--- src/logic/scss_defs.svh ---
// Offsets, field positions, reset values and widths of the clock source selector.
// Assumes a 32-bit register port with byte addresses in 8 bits.
`ifndef SCSS_DEFS_SVH
`define SCSS_DEFS_SVH

`define SCSS_ADDR_W       8
`define SCSS_DATA_W       32
`define SCSS_OFF_SYSCTL   8'h00
`define SCSS_OFF_PLLCTL   8'h04
`define SCSS_OFF_PRESC    8'h08
`define SCSS_OFF_STATUS   8'h0C

`define SCSS_SEL_LSB      0
`define SCSS_SEL_MSB      1
`define SCSS_BYPASS_BIT   0
`define SCSS_OSCSEL_BIT   1
`define SCSS_PREDIV_LSB   2
`define SCSS_PREDIV_MSB   5
`define SCSS_MULT_LSB     6
`define SCSS_MULT_MSB     12
`define SCSS_POSTDIV_LSB  13
`define SCSS_POSTDIV_MSB  19
`define SCSS_PRESC_LSB    0
`define SCSS_PRESC_MSB    9

`define SCSS_ST_SEL_LSB   0
`define SCSS_ST_SEL_MSB   1
`define SCSS_ST_BYP_BIT   2
`define SCSS_ST_PEND_BIT  3
`define SCSS_ST_CLK_BIT   4

`define SCSS_SEL_WAKEUP   2'h0
`define SCSS_SEL_PLL      2'h2
`define SCSS_SEL_DIRECT   2'h3

`define SCSS_RST_SEL      2'h0
`define SCSS_RST_BYPASS   1'h1
`define SCSS_RST_OSCSEL   1'h0
`define SCSS_RST_PREDIV   4'h0
`define SCSS_RST_MULT     7'h00
`define SCSS_RST_POSTDIV  7'h00
`define SCSS_RST_PRESC    10'h000

`define SCSS_DIV_W        10
`define SCSS_PER_W        16
`define SCSS_THR_W        29

`define SCSS_PIN_DIRECT   0
`define SCSS_PIN_CRYSTAL  1
`define SCSS_PIN_INTERNAL 2
`define SCSS_PIN_WAKEUP   3

`endif

--- src/logic/scss_pkg.sv ---
// Types and the mode decode shared by the clock source selector.
// Assumes scss_defs.svh is on the include path.
`include "scss_defs.svh"

package scss_pkg;

  typedef enum logic [1:0] {
    mode_wakeup,
    mode_prescale,
    mode_pll,
    mode_direct
  } scss_mode_t;

  // Code 01 is undocumented and held as wakeup so the field is fully decoded
  function automatic scss_mode_t scss_decode_mode(input logic [1:0] sel,
                                                  input logic       bypass);
    scss_mode_t m;
    m = mode_wakeup;
    case (sel)
      `SCSS_SEL_DIRECT: m = mode_direct;
      `SCSS_SEL_PLL:    m = bypass ? mode_prescale : mode_pll;
      default:          m = mode_wakeup;
    endcase
    return m;
  endfunction

endpackage

--- src/logic/scss_div_if.sv ---
// Link between the selector and its edge-counting divider.
// Assumes both ends run on the same clock.
`timescale 1ns/100ps
`default_nettype none
`include "scss_defs.svh"

interface scss_div_if;
  logic                   src_edge;
  logic [`SCSS_DIV_W-1:0] target;
  logic                   restart;
  logic                   toggle;

  modport ctrl (output src_edge, output target, output restart, input toggle);
  modport div  (input src_edge, input target, input restart, output toggle);
endinterface

`default_nettype wire

--- src/logic/scss_edge_divider.sv ---
// Counts both edges of the selected source and flags every target+1-th one.
// Assumes the edge strobe is already synchronised to clk_i.
`timescale 1ns/100ps
`default_nettype none
`include "scss_defs.svh"

module scss_edge_divider
  import scss_pkg::*;
(
  input  wire logic   clk_i,
  input  wire logic   rst_b_i,
  scss_div_if.div     dv
);

  logic [`SCSS_DIV_W-1:0] count_ff;
  logic                   wrap;

  // Counting both edges gives target+1 input half-periods per output phase
  assign wrap      = (count_ff == dv.target);
  assign dv.toggle = dv.src_edge && wrap;  // [RULE_04] [RULE_05]

  always_ff @(posedge clk_i) begin
    if (!rst_b_i) begin
      count_ff <= '0;
    end else if (dv.restart) begin
      count_ff <= '0;
    end else if (dv.src_edge) begin
      count_ff <= wrap ? '0 : count_ff + `SCSS_DIV_W'(1);
    end
  end

endmodule

`default_nettype wire

--- src/logic/scss_clock_select.sv ---
// System clock source selector and divider, rebuilt as sampled logic on clk_i.
// Assumes source clocks well below half of clk_i; they are sampled, not used as clocks.
//
// What this block does
// RULE_01 - Select 11 drives clock from direct pin
// RULE_02 - Factor one passes input duty cycle through
// RULE_03 - Select 10 with bypass: prescaler mode
// RULE_04 - Prescaler divides by field plus one
// RULE_05 - Prescaler reaches divide factor of 1024
// RULE_06 - Crystal bypass factor one equals direct drive
// RULE_07 - Select 10, no bypass: PLL N/(P*K2)
// RULE_08 - Select 00 takes wakeup clock unchanged
// RULE_09 - Software changes frequency in small steps (not enforced here; any new setting is taken whole at one swap)
// RULE_10 - Source switches never cut clock phases
//
// Chosen here: the register offsets and strobed register access.
`timescale 1ns/100ps
`default_nettype none
`include "scss_defs.svh"

module scss_clock_select
  import scss_pkg::*;
(
  input  wire logic                     clk_i,
  input  wire logic                     rst_b_i,
  input  wire logic [`SCSS_ADDR_W-1:0]  addr_i,
  input  wire logic [`SCSS_DATA_W-1:0]  wdata_i,
  input  wire logic                     wr_i,
  input  wire logic                     rd_i,
  output logic      [`SCSS_DATA_W-1:0]  rdata_o,
  input  wire logic                     direct_clock_input_pin_i,
  input  wire logic                     crystal_input_pin_i,
  input  wire logic                     internal_clock_i,
  input  wire logic                     wakeup_clock_i,
  output logic                          sys_clk_o
);

  // ****************************************************************
  // Registers
  // ****************************************************************
  logic [1:0]             clock_source_select_ff;
  logic                   vco_bypass_ff;
  logic                   osc_sel_ff;
  logic [3:0]             pll_input_divide_field_ff;
  logic [6:0]             pll_multiply_field_ff;
  logic [6:0]             pll_output_divide_field_ff;
  logic [`SCSS_DIV_W-1:0] prescaler_divide_field_ff;
  logic [`SCSS_DATA_W-1:0] rdata_ff;
  logic [`SCSS_DATA_W-1:0] nxt_rdata;

  always_ff @(posedge clk_i) begin
    if (!rst_b_i) begin
      clock_source_select_ff     <= `SCSS_RST_SEL;
      vco_bypass_ff              <= `SCSS_RST_BYPASS;
      osc_sel_ff                 <= `SCSS_RST_OSCSEL;
      pll_input_divide_field_ff  <= `SCSS_RST_PREDIV;
      pll_multiply_field_ff      <= `SCSS_RST_MULT;
      pll_output_divide_field_ff <= `SCSS_RST_POSTDIV;
      prescaler_divide_field_ff  <= `SCSS_RST_PRESC;
    end else if (wr_i) begin
      case (addr_i)
        `SCSS_OFF_SYSCTL: clock_source_select_ff <= wdata_i[`SCSS_SEL_MSB:`SCSS_SEL_LSB];
        `SCSS_OFF_PLLCTL: begin
          vco_bypass_ff              <= wdata_i[`SCSS_BYPASS_BIT];
          osc_sel_ff                 <= wdata_i[`SCSS_OSCSEL_BIT];
          pll_input_divide_field_ff  <= wdata_i[`SCSS_PREDIV_MSB:`SCSS_PREDIV_LSB];
          pll_multiply_field_ff      <= wdata_i[`SCSS_MULT_MSB:`SCSS_MULT_LSB];
          pll_output_divide_field_ff <= wdata_i[`SCSS_POSTDIV_MSB:`SCSS_POSTDIV_LSB];
        end
        `SCSS_OFF_PRESC:  prescaler_divide_field_ff <= wdata_i[`SCSS_PRESC_MSB:`SCSS_PRESC_LSB];
        default: ;
      endcase
    end
  end

  // ****************************************************************
  // Pin synchronisers
  // ****************************************************************
  logic [3:0] pins;
  logic [3:0] s1_ff;
  logic [3:0] s2_ff;
  logic [3:0] s3_ff;
  logic [3:0] lvl_ff;
  logic [3:0] lvl_d_ff;
  logic [3:0] nxt_lvl;
  logic [3:0] edge_any;
  logic [3:0] rise;

  assign pins = {wakeup_clock_i, internal_clock_i, crystal_input_pin_i, direct_clock_input_pin_i};

  // A level is taken only once the second and third stage agree
  assign nxt_lvl  = (s2_ff & ~(s2_ff ^ s3_ff)) | (lvl_ff & (s2_ff ^ s3_ff));
  assign edge_any = lvl_ff ^ lvl_d_ff;
  assign rise     = lvl_ff & ~lvl_d_ff;

  always_ff @(posedge clk_i) begin
    if (!rst_b_i) begin
      s1_ff    <= 4'h0;
      s2_ff    <= 4'h0;
      s3_ff    <= 4'h0;
      lvl_ff   <= 4'h0;
      lvl_d_ff <= 4'h0;
    end else begin
      s1_ff    <= pins;
      s2_ff    <= s1_ff;
      s3_ff    <= s2_ff;
      lvl_ff   <= nxt_lvl;
      lvl_d_ff <= lvl_ff;
    end
  end

  // ****************************************************************
  // Active configuration and switch-over
  // ****************************************************************
  logic [1:0]             act_sel_ff;
  logic                   act_byp_ff;
  logic                   act_osc_ff;
  logic [3:0]             act_p_ff;
  logic [6:0]             act_n_ff;
  logic [6:0]             act_k2_ff;
  logic [`SCSS_DIV_W-1:0] act_k_ff;
  scss_mode_t             act_mode;
  scss_mode_t             pend_mode;
  logic                   cfg_diff;
  logic                   toggle;
  logic                   switch_now;
  logic                   sys_clk_ff;
  logic                   nxt_sys_clk;

  assign act_mode  = scss_decode_mode(act_sel_ff, act_byp_ff);
  assign pend_mode = scss_decode_mode(clock_source_select_ff, vco_bypass_ff);
  assign cfg_diff  = (pend_mode != act_mode) || (osc_sel_ff != act_osc_ff) ||
                     (pll_input_divide_field_ff != act_p_ff) ||
                     (pll_multiply_field_ff != act_n_ff) ||
                     (pll_output_divide_field_ff != act_k2_ff) ||
                     (prescaler_divide_field_ff != act_k_ff);

  // Swap only where the low phase would end, so no phase is cut short;
  // a dead old source holds the swap off until it runs again, except in PLL mode, where the rate generator keeps its last period
  assign switch_now  = cfg_diff && !sys_clk_ff && toggle;  // [RULE_10]
  assign nxt_sys_clk = switch_now ? 1'b0 : (sys_clk_ff ^ toggle);

  always_ff @(posedge clk_i) begin
    if (!rst_b_i) begin
      act_sel_ff <= `SCSS_RST_SEL;
      act_byp_ff <= `SCSS_RST_BYPASS;
      act_osc_ff <= `SCSS_RST_OSCSEL;
      act_p_ff   <= `SCSS_RST_PREDIV;
      act_n_ff   <= `SCSS_RST_MULT;
      act_k2_ff  <= `SCSS_RST_POSTDIV;
      act_k_ff   <= `SCSS_RST_PRESC;
    end else if (switch_now) begin  // [RULE_10]
      act_sel_ff <= clock_source_select_ff;
      act_byp_ff <= vco_bypass_ff;
      act_osc_ff <= osc_sel_ff;
      act_p_ff   <= pll_input_divide_field_ff;
      act_n_ff   <= pll_multiply_field_ff;
      act_k2_ff  <= pll_output_divide_field_ff;
      act_k_ff   <= prescaler_divide_field_ff;
    end
  end

  always_ff @(posedge clk_i) begin
    if (!rst_b_i) begin
      sys_clk_ff <= 1'b0;
    end else begin
      sys_clk_ff <= nxt_sys_clk;
    end
  end

  assign sys_clk_o = sys_clk_ff;

  // ****************************************************************
  // Divider path: direct, prescaler, wakeup
  // ****************************************************************
  scss_div_if div_link ();
  logic [1:0]             sel_pin;
  logic                   align_ff;

  assign sel_pin = (act_mode == mode_direct)   ? 2'(`SCSS_PIN_DIRECT) :   // [RULE_01] [RULE_02]
                   (act_mode != mode_prescale) ? 2'(`SCSS_PIN_WAKEUP) :   // [RULE_08]
                   act_osc_ff                  ? 2'(`SCSS_PIN_INTERNAL)   // [RULE_03] [RULE_06]
                                               : 2'(`SCSS_PIN_CRYSTAL);
  assign div_link.target = (act_mode == mode_prescale) ? act_k_ff : '0;  // [RULE_04] [RULE_05]

  // After a swap wait for a rise of the new source; a fall first would invert the duty
  assign div_link.src_edge = edge_any[sel_pin] && (!align_ff || rise[sel_pin]);  // [RULE_02]
  assign div_link.restart  = switch_now;

  always_ff @(posedge clk_i) begin
    if (!rst_b_i || switch_now) begin
      align_ff <= 1'b1;
    end else if (div_link.src_edge) begin
      align_ff <= 1'b0;
    end
  end

  scss_edge_divider u_div (
    .clk_i   (clk_i),
    .rst_b_i (rst_b_i),
    .dv      (div_link.div)
  );

  // ****************************************************************
  // PLL path: rate generator locked to the reference period
  // ****************************************************************
  // Output toggles at rate 2N/(period*P*K2) per cycle; at most one
  // toggle per cycle, so high ratios saturate near half of clk_i
  logic [`SCSS_PER_W-1:0] per_cnt_ff;
  logic [`SCSS_PER_W-1:0] period_ff;
  logic [`SCSS_THR_W-1:0] thr_ff;
  logic [`SCSS_THR_W-1:0] acc_ff;
  logic [`SCSS_THR_W-1:0] acc_sum;
  logic [`SCSS_THR_W-1:0] thr_calc;
  logic [4:0]             p_fac;
  logic [7:0]             k2_fac;
  logic [8:0]             step;
  logic                   ref_rise;
  logic                   pll_toggle;

  assign ref_rise   = act_osc_ff ? rise[`SCSS_PIN_INTERNAL] : rise[`SCSS_PIN_CRYSTAL];
  assign p_fac      = {1'b0, act_p_ff} + 5'h01;
  assign k2_fac     = {1'b0, act_k2_ff} + 8'h01;
  assign step       = {({1'b0, act_n_ff} + 8'h01), 1'b0};
  assign thr_calc   = period_ff * p_fac * k2_fac;  // [RULE_07]
  assign acc_sum    = acc_ff + {20'h00000, step};
  assign pll_toggle = (thr_ff != '0) && (acc_sum >= thr_ff);  // [RULE_07]
  assign toggle     = (act_mode == mode_pll) ? pll_toggle : div_link.toggle;

  always_ff @(posedge clk_i) begin
    if (!rst_b_i) begin
      per_cnt_ff <= '0;
      period_ff  <= '0;
    end else if (ref_rise) begin
      per_cnt_ff <= `SCSS_PER_W'(1);
      period_ff  <= per_cnt_ff;
    end else if (per_cnt_ff != '1) begin
      per_cnt_ff <= per_cnt_ff + `SCSS_PER_W'(1);
    end
  end

  always_ff @(posedge clk_i) begin
    if (!rst_b_i) begin
      thr_ff <= '0;
    end else begin
      thr_ff <= thr_calc;
    end
  end

  always_ff @(posedge clk_i) begin
    if (!rst_b_i) begin
      acc_ff <= '0;
    end else if (switch_now || (act_mode != mode_pll)) begin
      acc_ff <= '0;
    end else if (pll_toggle) begin
      acc_ff <= acc_sum - thr_ff;  // [RULE_07]
    end else begin
      acc_ff <= acc_sum;
    end
  end

  // ****************************************************************
  // Read port
  // ****************************************************************
  always_comb begin
    nxt_rdata = '0;
    if (rd_i) begin
      case (addr_i)
        `SCSS_OFF_SYSCTL: nxt_rdata[`SCSS_SEL_MSB:`SCSS_SEL_LSB] = clock_source_select_ff;
        `SCSS_OFF_PLLCTL: begin
          nxt_rdata[`SCSS_BYPASS_BIT]                    = vco_bypass_ff;
          nxt_rdata[`SCSS_OSCSEL_BIT]                    = osc_sel_ff;
          nxt_rdata[`SCSS_PREDIV_MSB:`SCSS_PREDIV_LSB]   = pll_input_divide_field_ff;
          nxt_rdata[`SCSS_MULT_MSB:`SCSS_MULT_LSB]       = pll_multiply_field_ff;
          nxt_rdata[`SCSS_POSTDIV_MSB:`SCSS_POSTDIV_LSB] = pll_output_divide_field_ff;
        end
        `SCSS_OFF_PRESC: nxt_rdata[`SCSS_PRESC_MSB:`SCSS_PRESC_LSB] = prescaler_divide_field_ff;
        `SCSS_OFF_STATUS: begin
          nxt_rdata[`SCSS_ST_SEL_MSB:`SCSS_ST_SEL_LSB] = act_sel_ff;
          nxt_rdata[`SCSS_ST_BYP_BIT]                  = act_byp_ff;
          nxt_rdata[`SCSS_ST_PEND_BIT]                 = cfg_diff;
          nxt_rdata[`SCSS_ST_CLK_BIT]                  = sys_clk_ff;
        end
        default: ;
      endcase
    end
  end

  always_ff @(posedge clk_i) begin
    if (!rst_b_i) begin
      rdata_ff <= '0;
    end else begin
      rdata_ff <= nxt_rdata;
    end
  end

  assign rdata_o = rdata_ff;

endmodule

`default_nettype wire

--- config.mk ---
export PLATFORM = sky130hd
export DESIGN_NAME = scss_clock_select
export DESIGN_NICKNAME = d
export VERILOG_FILES = /design/src/logic/scss_pkg.sv /design/src/logic/scss_div_if.sv /design/src/logic/scss_edge_divider.sv /design/src/logic/scss_clock_select.sv
export VERILOG_INCLUDE_DIRS = /design/src /design/src/logic
export SDC_FILE = /design/constraint.sdc
export NUM_CORES = 1
export LEC_CHECK = 0
export ABC_CLOCK_PERIOD_IN_PS = 10690
export BUFFER_PORTS_ARGS = -buffer_cell sky130_fd_sc_hd__buf_4
export CAP_MARGIN = 15
export CORE_UTILIZATION = 30
export CTS_BUF_LIST = sky130_fd_sc_hd__clkbuf_4
export DETAILED_ROUTE_END_ITERATION = 10
export SKIP_CTS_REPAIR_TIMING = 1
export SYNTH_ARGS = -nofsm -noshare
export SYNTH_HDL_FRONTEND = slang
export SYNTH_SLANG_ARGS = --single-unit
--- constraint.sdc ---
create_clock -name clk_i -period 10.69 [get_ports clk_i]
set_clock_uncertainty 0.05 [all_clocks]
set_input_delay 0.5345 -clock clk_i [delete_from_list [all_inputs] [get_ports clk_i]]
set_output_delay 0.5345 -clock clk_i [all_outputs]
set_load 0.05 [all_outputs]
# Word level (Yosys, flattened, before mapping)
# Index checks and enable logic that the tools add are counted.
op_classes:
  addsub: 7
  mul: 2
  n_lt_le_gt_ge: 2
  eq_ne: 20
  muxes: 21
  bitwise: 10
  reduce_logical: 27
op_table:
  columns: ["op", "count"]
  rows:
  - ["$add A29 B9 Y29", 1]
  - ["$ge A29 B29 Y1", 1]
  - ["$mul A21 B8 Y29", 1]
  - ["$mux W29", 1]
  - ["$reduce_bool A29 Y1", 1]
  - ["$sub A29 B29 Y29", 1]
  - ["$mul A16 B5 Y21", 1]
  - ["$mux W10", 2]
  - ["$add A16 B1 Y16 const B", 1]
  - ["$add A7 B1 Y8 const B", 2]
  - ["$eq A8 B4 Y1 const B", 2]
  - ["$ne A16 B16 Y1 const B", 1]
  - ["$ne A7 B7 Y1", 2]
  - ["$and A4 B4 Y4", 3]
  - ["$eq A2 B2 Y1 const B", 6]
  - ["$add A10 B1 Y10 const B", 1]
  - ["$eq A10 B10 Y1", 1]
  - ["$mux W2", 5]
  - ["$ne A10 B10 Y1", 1]
  - ["$pmux W5 S2", 1]
  - ["$pmux W3 S3", 1]
  - ["$eq A8 B3 Y1 const B", 1]
  - ["$logic_not A8 Y1", 1]
  - ["$logic_or A1 B1 Y1", 8]
  - ["23 further kinds", 43]
word_totals:
  ff_bits: 218
  input_bits: 48
  word_cells: 119

# Logic depth before layout (Yosys ltp)
# Gate-level depths: netlist of the first run.
depth:
  depth_word: 14
  mapped_depth: 36
  depth_no_buf: 34

# Modules after synthesis
# From an unflattened synthesis of the first run, not the netlist that was laid out.
hier_totals:
  cells_unflattened: 2076
  area_unflattened_um2: 17605.6
by_module_without_submodules:
  columns: ["mod", "n_inst", "cells_each", "area_each_um2", "seq_area_each_um2"]
  rows:
  - ["scss_clock_select", 1, 2014, 17056.4, 3923.8]
  - ["scss_edge_divider", 1, 62, 549.3, 200.2]

# Least setup slack after synthesis of the first run
# No wires, ideal clock.
synth_timing:
  path_kind: "reg-to-reg"
  from: "register act_p_ff[0]"
  to: "register thr_ff[28]"
  setup_time_ns: 0.128
  t_arrival_ns: 8.851
  t_required_ns: 10.512
  setup_slack_ns: 1.661
  stages_incl_launch_ff: 35
  n_path_buf: 2
  synth_period_minus_slack_ns: 9.029
  path_cell_list: "dfxtp_1 > clkbuf_1 > nand3_1 > xnor2_1 > clkbuf_1 > and2_1 > fa_1 > fa_1 > inv_1 > fa_1 > inv_1 > ha_1 > a21o_1 > a221o_1 > a21oi_1 > nor3b_1 > a21o_1 > xor2_1 > nor2_1 > fa_1 > fa_1 > fa_1 > inv_1 > fa_1 > inv_1 > ha_1 > a21o_1 > a21o_1 > a21oi_1 > o311ai_0 > o21ai_1 > o21ai_0 > o41ai_1 > xnor2_1 > nor2_1"
synth_between:
  elab_chain_cells: 3
synth_rtl:
  columns: ["element", "line_no", "rtl"]
  rows:
  - ["from (decl)", "scss_clock_select.sv:118", "logic [3:0] act_p_ff;"]
  - ["from (signal assigned)", "scss_clock_select.sv:148", "act_p_ff <= `SCSS_RST_PREDIV;"]
  - ["from (signal assigned)", "scss_clock_select.sv:156", "act_p_ff <= pll_input_divide_field_ff;"]
  - ["$add A4 B1 Y5", "scss_clock_select.sv:222", "assign p_fac = {1'b0, act_p_ff} + 5'h01;"]
  - ["$mul A16 B5 Y21", "scss_clock_select.sv:225", "assign thr_calc = period_ff * p_fac * k2_fac;"]
  - ["$mul A21 B8 Y29", "scss_clock_select.sv:225", null]
  - ["to (signal assigned)", "scss_clock_select.sv:246", "thr_ff <= thr_calc;"]
  - ["to (decl)", "scss_clock_select.sv:211", "logic [`SCSS_THR_W-1:0] thr_ff;"]
# No other way between the ends.
# A chain may end at the register's enable or synchronous reset.

# Worst setup path in the final report of the first run
# Same ends and word-level chain as after synthesis.

==> results of run 1 <==
[kinds of logic after synthesis]
logic type      count (synthesis)
compound gates                354
xor+xnor                      150
fa+ha+maj                     282
buf+inv                       314
flops                         206
mux                            28
other cells                     1
simple gates                  845
[state kept, by name, indices dropped and copies added, names as in the netlist, 2 cells and up, named ones only]
name / flops
per_cnt_ff: 16
period_ff: 16
act_k_ff: 10
act_sel_ff: 2
rdata_o: 20
prescaler_divide_field_ff: 10
s3_ff: 4
s1_ff: 4
s2_ff: 4
act_p_ff: 4
acc_ff: 29
lvl_d_ff: 4
u_div.count_ff: 10
act_n_ff: 7
pll_input_divide_field_ff: 4
act_k2_ff: 7
pll_output_divide_field_ff: 7
pll_multiply_field_ff: 7
thr_ff: 29
clock_source_select_ff: 2
[synth_stat cells (9+ instances only)]
cell type,n
sky130_fd_sc_hd__xnor2_1,92
sky130_fd_sc_hd__xor2_1,58
sky130_fd_sc_hd__clkbuf_1,60
sky130_fd_sc_hd__or2_2,16
sky130_fd_sc_hd__nor4_1,14
sky130_fd_sc_hd__a21oi_1,123
sky130_fd_sc_hd__nand2b_1,32
sky130_fd_sc_hd__nand4_1,22
sky130_fd_sc_hd__mux2i_1,23
sky130_fd_sc_hd__and2_1,83
sky130_fd_sc_hd__nand2_1,236
sky130_fd_sc_hd__ha_1,124
sky130_fd_sc_hd__or3_1,9
sky130_fd_sc_hd__and3_1,18
sky130_fd_sc_hd__buf_2,13
sky130_fd_sc_hd__nand3_1,74
sky130_fd_sc_hd__a211oi_1,15
sky130_fd_sc_hd__a31oi_1,20
sky130_fd_sc_hd__o21ai_1,14
sky130_fd_sc_hd__o21ai_0,76
sky130_fd_sc_hd__fa_1,158
sky130_fd_sc_hd__inv_1,218
sky130_fd_sc_hd__nor2b_1,39
sky130_fd_sc_hd__nor2_1,245
sky130_fd_sc_hd__a21o_1,23
sky130_fd_sc_hd__nor3_1,32
sky130_fd_sc_hd__buf_4,14
sky130_fd_sc_hd__dfxtp_1,206
[final cells by class]
cell class | count | area, µm²
clock inverter | 12 | 107.6
inverter | 219 | 822.0
fill | 6139 | 39120
clock buffer | 82 | 615.6
multi-input combinational | 1671 | 12640
sequential | 206 | 4125
tap | 773 | 967.2
antenna | 1 | 2.502
timing repair buffer | 93 | 730.7
[stage by stage]
| stage | cell area [µm²] | hold slack, ps | worst slack [ps] | power (µW) |
|---|---|---|---|---|
| floorplan | 18010 | 361.9 | 1661 | 820.7 |
| global placement | 19150 | 370.7 | 792.6 | 833.5 |
| detailed placement | 19150 | 374.7 | 583.3 | 834.2 |
| CTS | 19870 | -86.75 | 508.9 | 1563 |
| global route | 20010 | -0.01832 | 238.5 | 1605 |
| finish | 20010 | 45.10 | 909.1 | 1539 |
[power groups by stage]
stage | clock (µW) | sequential (µW) | combinational (µW)
after detailed placement | 0 | 790 | 44.1
final | 718 | 773 | 47.8
after global routing | 780 | 773 | 52.2
after CTS | 746 | 773 | 44.2
after floorplan | 0 | 789 | 31.3
after global placement | 0 | 790 | 43.4
[worst min path at each step]
stage,start,to
2_1_floorplan,s1_ff[0],s2_ff[0]
3_3_place_gp,s1_ff[2],s2_ff[2]
3_5_place_dp,s1_ff[2],s2_ff[2]
4_1_cts,direct_clock_input_pin_i,s1_ff[0]
5_1_grt,wdata_i[17],pll_output_divide_field_ff[4]
6_report,wdata_i[17],pll_output_divide_field_ff[4]
[layer usage]
layer,track usage [%],wire (µm),vias to the layer above
met3,2.116,1742,52
li1,-,-,7330
met4,4.212,776,0
met1,18.84,20210,7057
met5,0,0,-
met2,22.87,19920,289
[critical path, delay by kind of cell, from the launching register on]
family | cells | cell delay (ps)
simple gates | 5 | 580
compound gates | 13 | 2740
flops | 1 | 560
buf+inv | 4 | 390
fa+ha+maj | 9 | 4300
xor+xnor | 3 | 1050
==> metrics.md, run 1 <==
| Metric | Value |
|---|---|
| Compound-gate portion of the synthesized area | approximately 12% |
| Result of the run | completed |
| Class of the tightest hold or removal check | input port to register |
| Average footprint of a synthesized cell | just over 8 µm² |
| Combinational family with the most area after synthesis | adder cells |
| Most Frequent Cell on Critical Path | sky130_fd_sc_hd__fa_1 |
| Post-synthesis mux area share | 1.720% |
| Reported net switching power | 356.2 µW |
| Final Wtd Congestion | about 0.86 |
| Endpoint of the worst-slack reg-to-reg timing path | thr_ff[28] |
| Sequential element share of the synthesized area | 22.95% |
| Initial Utilization | 30.39% |
| Routed Antenna Nets | 0 |
| Iteration count of the initial detailed-routing pass | 5 |
| Number of global-route vias before repair | 14470 |
| Critical register-to-register path startpoint | act_p_ff[0] |
| Row count | 89 |
| Capture point of the critical path | thr_ff[28] |
| Floorplan die width | between 200 and 250 µm |
| Num CTS Buffers | 54 |
| Fin Setup TNS | 0 ps |
| Hold Fails Final Rpt | 0 |
| Highest Clock Rate | 102.2 MHz |
| Hold path depth | 3 |
| Fraction of layout instances using a drive strength above 1 | 9.067% |
| Number of cells on the worst reg-to-reg path | 34 |
| Cell leakage power | 0.008577 µW |
| Most common library cell in the layout ignoring fill and taps | sky130_fd_sc_hd__nor2_1 |
| Pin count of the biggest net entering global routing | between 70 and 80 |
| Switching part of the total power | approximately 23% |
| Maximum VDD drop | 0.0001106 V |
| Die outline height | 246.7 µm |
| Count of distinct cell types in the synthesized netlist | 76 |
| Number of I/O pins | 81 |
| Synth Area in Adders | 26.24% |
| Global routing usage summed across all routing layers | 13.96% |
| Most frequent cells in the layout | sky130_fd_sc_hd__nor2_1, sky130_fd_sc_hd__nand2_1, sky130_fd_sc_hd__inv_1 |
| Total half-perimeter wirelength after legalization and detailed placement | 33200 µm |
| Critical Path Max Stage Delay | about 650 ps |
| Area Growth Syn to Fin | 11.34% |
| Number of antenna violations at the first check in global routing | 1 |
| Transition time at the pin with the least slew margin | a little over 1000 ps |
| XOR/XNOR share of the synthesized area | 7.311% |
| CTS tree | yes |
| Setup repair after global routing missed its margin | no |
| Count of flip-flops with a built-in enable after synthesis | 0 |
| Number of buffers between clock root and the deepest sink | 3 |
| Number of max-slew violations in the final report | 0 |
| Data required time of the critical path | 11220 ps |
| Final instance count without filler cells | a little over 3000 |
| Synth async-reset ratio | 0% |
| Pwr Density | 76.93 nW/µm² |
| Final period util | just over 90% |
| Post-Route Utilization | 33.83% |
| Cells after Synth | 2180 |
| DIE AREA | 60880 µm² |
| Number of synthesized register bits | 206 |
| CP Launch Point | act_p_ff[0] |
| Instance count after placement with tap cells included | 2949 |
| Worst setup path class | register to register |
| Post-synthesis simple-gate area fraction | ~22% |
| Proportion of power drawn by the clock network | a little under half |
| CTS HTree Levels | 2 |
| Reg power frac | between 50 and 60% |
| Synthesized area | 17970 µm² |
| Number of remaining DRC errors | 0 |
| Number of nets at the end of the flow | 2575 |
| Endpoint class of the critical path | register |
| Critical path data arrival time | 10310 ps |
| Fin crit period | 9781 ps |
| Synth top area share | 22.95% |
| Peak fanout along the critical path | 20 |
| Max_slew headroom | around 30% |
| Area contributors post-synth | sky130_fd_sc_hd__dfxtp_1, sky130_fd_sc_hd__fa_1, sky130_fd_sc_hd__ha_1, sky130_fd_sc_hd__nor2_1, sky130_fd_sc_hd__nand2_1 |
| Average via count per standard cell | 4.818 |
| Clk pin slew, worst setup/hold paths | 70 ps |
| Internal portion of total power | 1183 µW |
| Std-Cell Core Area | 59130 µm² |
| Synth Flop Type | sky130_fd_sc_hd__dfxtp_1 |
| Via count of the routed design | 14730 |
| Wire length of the first global-routing pass | 70320 µm |
| # port buffers | 56 |
| Flop2flop setup slack | 910 ps |
| CTS sink count | 206 |
| Clock latency reported for the late side of the worst-skew pair | 730 ps |
| Starting DRC count in detailed routing | between 700 and 800 |
| Number of setup violations in the final report | 0 |
| Top cell type by total area after synthesis | sky130_fd_sc_hd__dfxtp_1 |
| Number of maximum-capacitance constraint violations | 0 |
| Sum of routed wire length over all layers | 42650 µm |
| Yosys warning count | 0 |
| Clock Tree Root | sky130_fd_sc_hd__clkbuf_4 |
| Leftover overflow at the end of global routing | 0 |
| Post-DR wirelength/cell | 13.95 µm |
| CP startpoint kind | register |
| Slowest cell on the critical path | sky130_fd_sc_hd__xnor2_1 |
| Comb power frac | 3.1% |
Power figures use the tool's default switching activity.
==> run 2: changes to the inputs <==
--- a/config.mk
+++ b/config.mk
@@ -7,11 +7,12 @@
 export NUM_CORES = 1
 export LEC_CHECK = 0
 export ABC_CLOCK_PERIOD_IN_PS = 10690
-export BUFFER_PORTS_ARGS = -buffer_cell sky130_fd_sc_hd__buf_4
+export BUFFER_PORTS_ARGS = -buffer_cell sky130_fd_sc_hd__buf_2
 export CAP_MARGIN = 15
 export CORE_UTILIZATION = 30
 export CTS_BUF_LIST = sky130_fd_sc_hd__clkbuf_4
 export DETAILED_ROUTE_END_ITERATION = 10
+export PLACE_DENSITY = 0.5
 export SKIP_CTS_REPAIR_TIMING = 1
 export SYNTH_ARGS = -nofsm -noshare
 export SYNTH_HDL_FRONTEND = slang
==> run 2 against run 1 <==
Against the previous run:
- clock power down 4.2%
- total power down 2.0%
- sequential power about the same
- non-clock buffer count up 9
- wire length up 4.1%
- clock-buffer cell count up 3
- worst setup slack worse by 150 ps
- critical path depth down 1
- sequential share of layout area up 0.074 points
- critical endpoint unchanged
- largest power group unchanged
- highest routed layer unchanged
==> metrics.md, run 2 (same netlist as run 1, synthesis figures left out) <==
| Metric | Value |
|---|---|
| Result of the run | completed |
| Endpoint of the worst hold-timing path | rdata_o[3] |
| Final period util | 92.94% |
| Starting DRC count in detailed routing | 687 |
| Maximum VDD drop | 0.00005861 V |
| Die outline height | 246.7 µm |
| Average via count per standard cell | around 4.8 |
| Power consumption | 1509 µW |
| Sum of routed wire length over all layers | around 44000 µm |
| Clock Tree Root | sky130_fd_sc_hd__clkbuf_4 |
| Fill cell total of the finished layout | 6243 |
| Transition time at the pin with the least slew margin | 1068 ps |
| Endpoint of the worst-slack reg-to-reg timing path | thr_ff[28] |
| Number of cells on the worst reg-to-reg path | 33 |
| Most Frequent Cell on Critical Path | sky130_fd_sc_hd__fa_1 |
| Final Wtd Congestion | around 0.84 |
| Row count | 89 |
| Number of buffers between clock root and the deepest sink | 3 |
| Number of max-slew violations in the final report | 0 |
| Most frequent cells in the layout | sky130_fd_sc_hd__nor2_1, sky130_fd_sc_hd__nand2_1, sky130_fd_sc_hd__inv_1 |
| Pwr Density | between 70 and 80 nW/µm² |
| Critical Path Max Stage Delay | 690 ps |
| Most common library cell in the layout ignoring fill and taps | sky130_fd_sc_hd__nor2_1 |
| Class of the tightest hold or removal check | input port to register |
| Setup repair after global routing missed its margin | no |
| CTS sink count | 206 |
| Iteration count of the initial detailed-routing pass | 7 |
| Area Growth Syn to Fin | 10.91% |
| Critical register-to-register path startpoint | act_p_ff[1] |
| Std-Cell Core Area | 59130 µm² |
| Number of remaining DRC errors | 0 |
| Data required time of the critical path | around 11000 ps |
| Final-layout worst hold slack | 161.3 ps |
| Number of global-route vias before repair | 14340 |
| Number of setup violations in the final report | 0 |
| Routed Antenna Nets | 0 |
| Number of I/O pins | 81 |
| Number of nets at the end of the flow | approximately 2600 |
| Post-DR wirelength/cell | 14.49 µm |
| Critical path data arrival time | approximately 10000 ps |
| Clock latency reported for the late side of the worst-skew pair | 740 ps |
| Initial Utilization | 30.39% |
| Final instance area | 19930 µm² |
| Peak fanout along the critical path | 16 |
| PnR worst setup slack | 755.0 ps |
| Floorplan die width | 246.7 µm |
| Worst setup path class | register to register |
| Endpoint class of the critical path | register |
| Total half-perimeter wirelength after legalization and detailed placement | between 30000 and 40000 µm |
| Fin crit period | 9935 ps |
| Fraction of layout instances using a drive strength above 1 | between 8 and 9% |
| DIE AREA | 60880 µm² |
| Hold Fails Final Rpt | 0 |
| Number of maximum-capacitance constraint violations | 0 |
| Clk pin slew, worst setup/hold paths | 70 ps |
| Hold path depth | 3 |
| Highest Clock Rate | 100.7 MHz |
| CP startpoint kind | register |
| CTS tree | yes |
| Number of antenna violations at the first check in global routing | 1 |
| DP Worst Slack | 726.2 ps |
| Max_slew headroom | 28.61% |
| Wire length of the first global-routing pass | 72740 µm |
| Fin Setup TNS | 0 ps |
| Slowest cell on the critical path | sky130_fd_sc_hd__xnor2_1 |
| Cell leakage power | ~0.0086 µW |
| Area after DPL | about 19000 µm² |
| Leftover overflow at the end of global routing | 0 |
| CTS HTree Levels | 2 |
| Pin count of the biggest net entering global routing | 65 |
| # port buffers | 56 |
| Via count of the routed design | between 10000 and 15000 |
| Min-delay src | addr_i[3] |
| Flop2flop setup slack | 750 ps |
| Global routing usage summed across all routing layers | 14.63% |
| Num CTS Buffers | 55 |
[run 2: cell count changes in the layout (fill, tap and decap cells not counted), sizes merged]
cell / delta
buf: -2
bufinv: -2
clkbuf: +3
clkinv: -1
clkinvlp: -1
dlygate4sd3: +11
[run 2: routing by layer]
layer | track usage [%] | vias up | wire length (µm)
met5 | 0 | - | 0
met4 | 4.375 | 0 | 913
met3 | 2.236 | 61 | 1599
met2 | 22.59 | 209 | 19600
met1 | 20.86 | 6986 | 22300
li1 | - | 7352 | -
[run 2: through the flow]
stage | utilization [%] | std cells
detailed placement | 32.15 | 2947
global placement | 32.15 | 2947
global route | 33.70 | 3065
CTS | 33.29 | 3040
floorplan | - | 2191
finish | 33.70 | 3065
[run 2: worst max-delay path, delay by kind of cell (launching register included)]
| kind | cells | cell delay (ps) |
|---|---|---|
| flip-flops | 1 | 410 |
| buffers and inverters | 3 | 160 |
| XOR/XNOR | 2 | 860 |
| AND/OR/NAND/NOR | 5 | 1000 |
| AO/OA/AOI/OAI | 13 | 2730 |
| adder cells (fa/ha/maj) | 10 | 4570 |
[run 2: how the worst max path moves through the flow]
stage	from	endpoint	slack, ps
3_5_place_dp	act_p_ff[1]	thr_ff[28]	730
4_1_cts	act_p_ff[1]	thr_ff[28]	700
5_1_grt	act_p_ff[1]	thr_ff[28]	80
2_1_floorplan	act_p_ff[0]	thr_ff[28]	1660
6_report	act_p_ff[1]	thr_ff[28]	750
3_3_place_gp	act_p_ff[1]	thr_ff[28]	930
[run 2: report_power, final]
| group | switching, µW | internal, µW |
|---|---|---|
| registers | 2.52 | 770 |
| clock network | 332 | 357 |
| logic | 31.3 | 16.2 |
[run 2: area by class of cell]
class / instances / area, µm² / share of cell area (%)
inverter: 219 / 822.0 / 4.125
multi-input combinational: 1671 / 12650 / 63.48
tap: 773 / 967.2 / 4.853
clock inverter: 8 / 36.28 / 0.1821
clock buffer: 85 / 638.1 / 3.202
antenna: 1 / 2.502 / 0.01256
sequential: 206 / 4124 / 20.69
timing repair buffer: 102 / 688.2 / 3.453
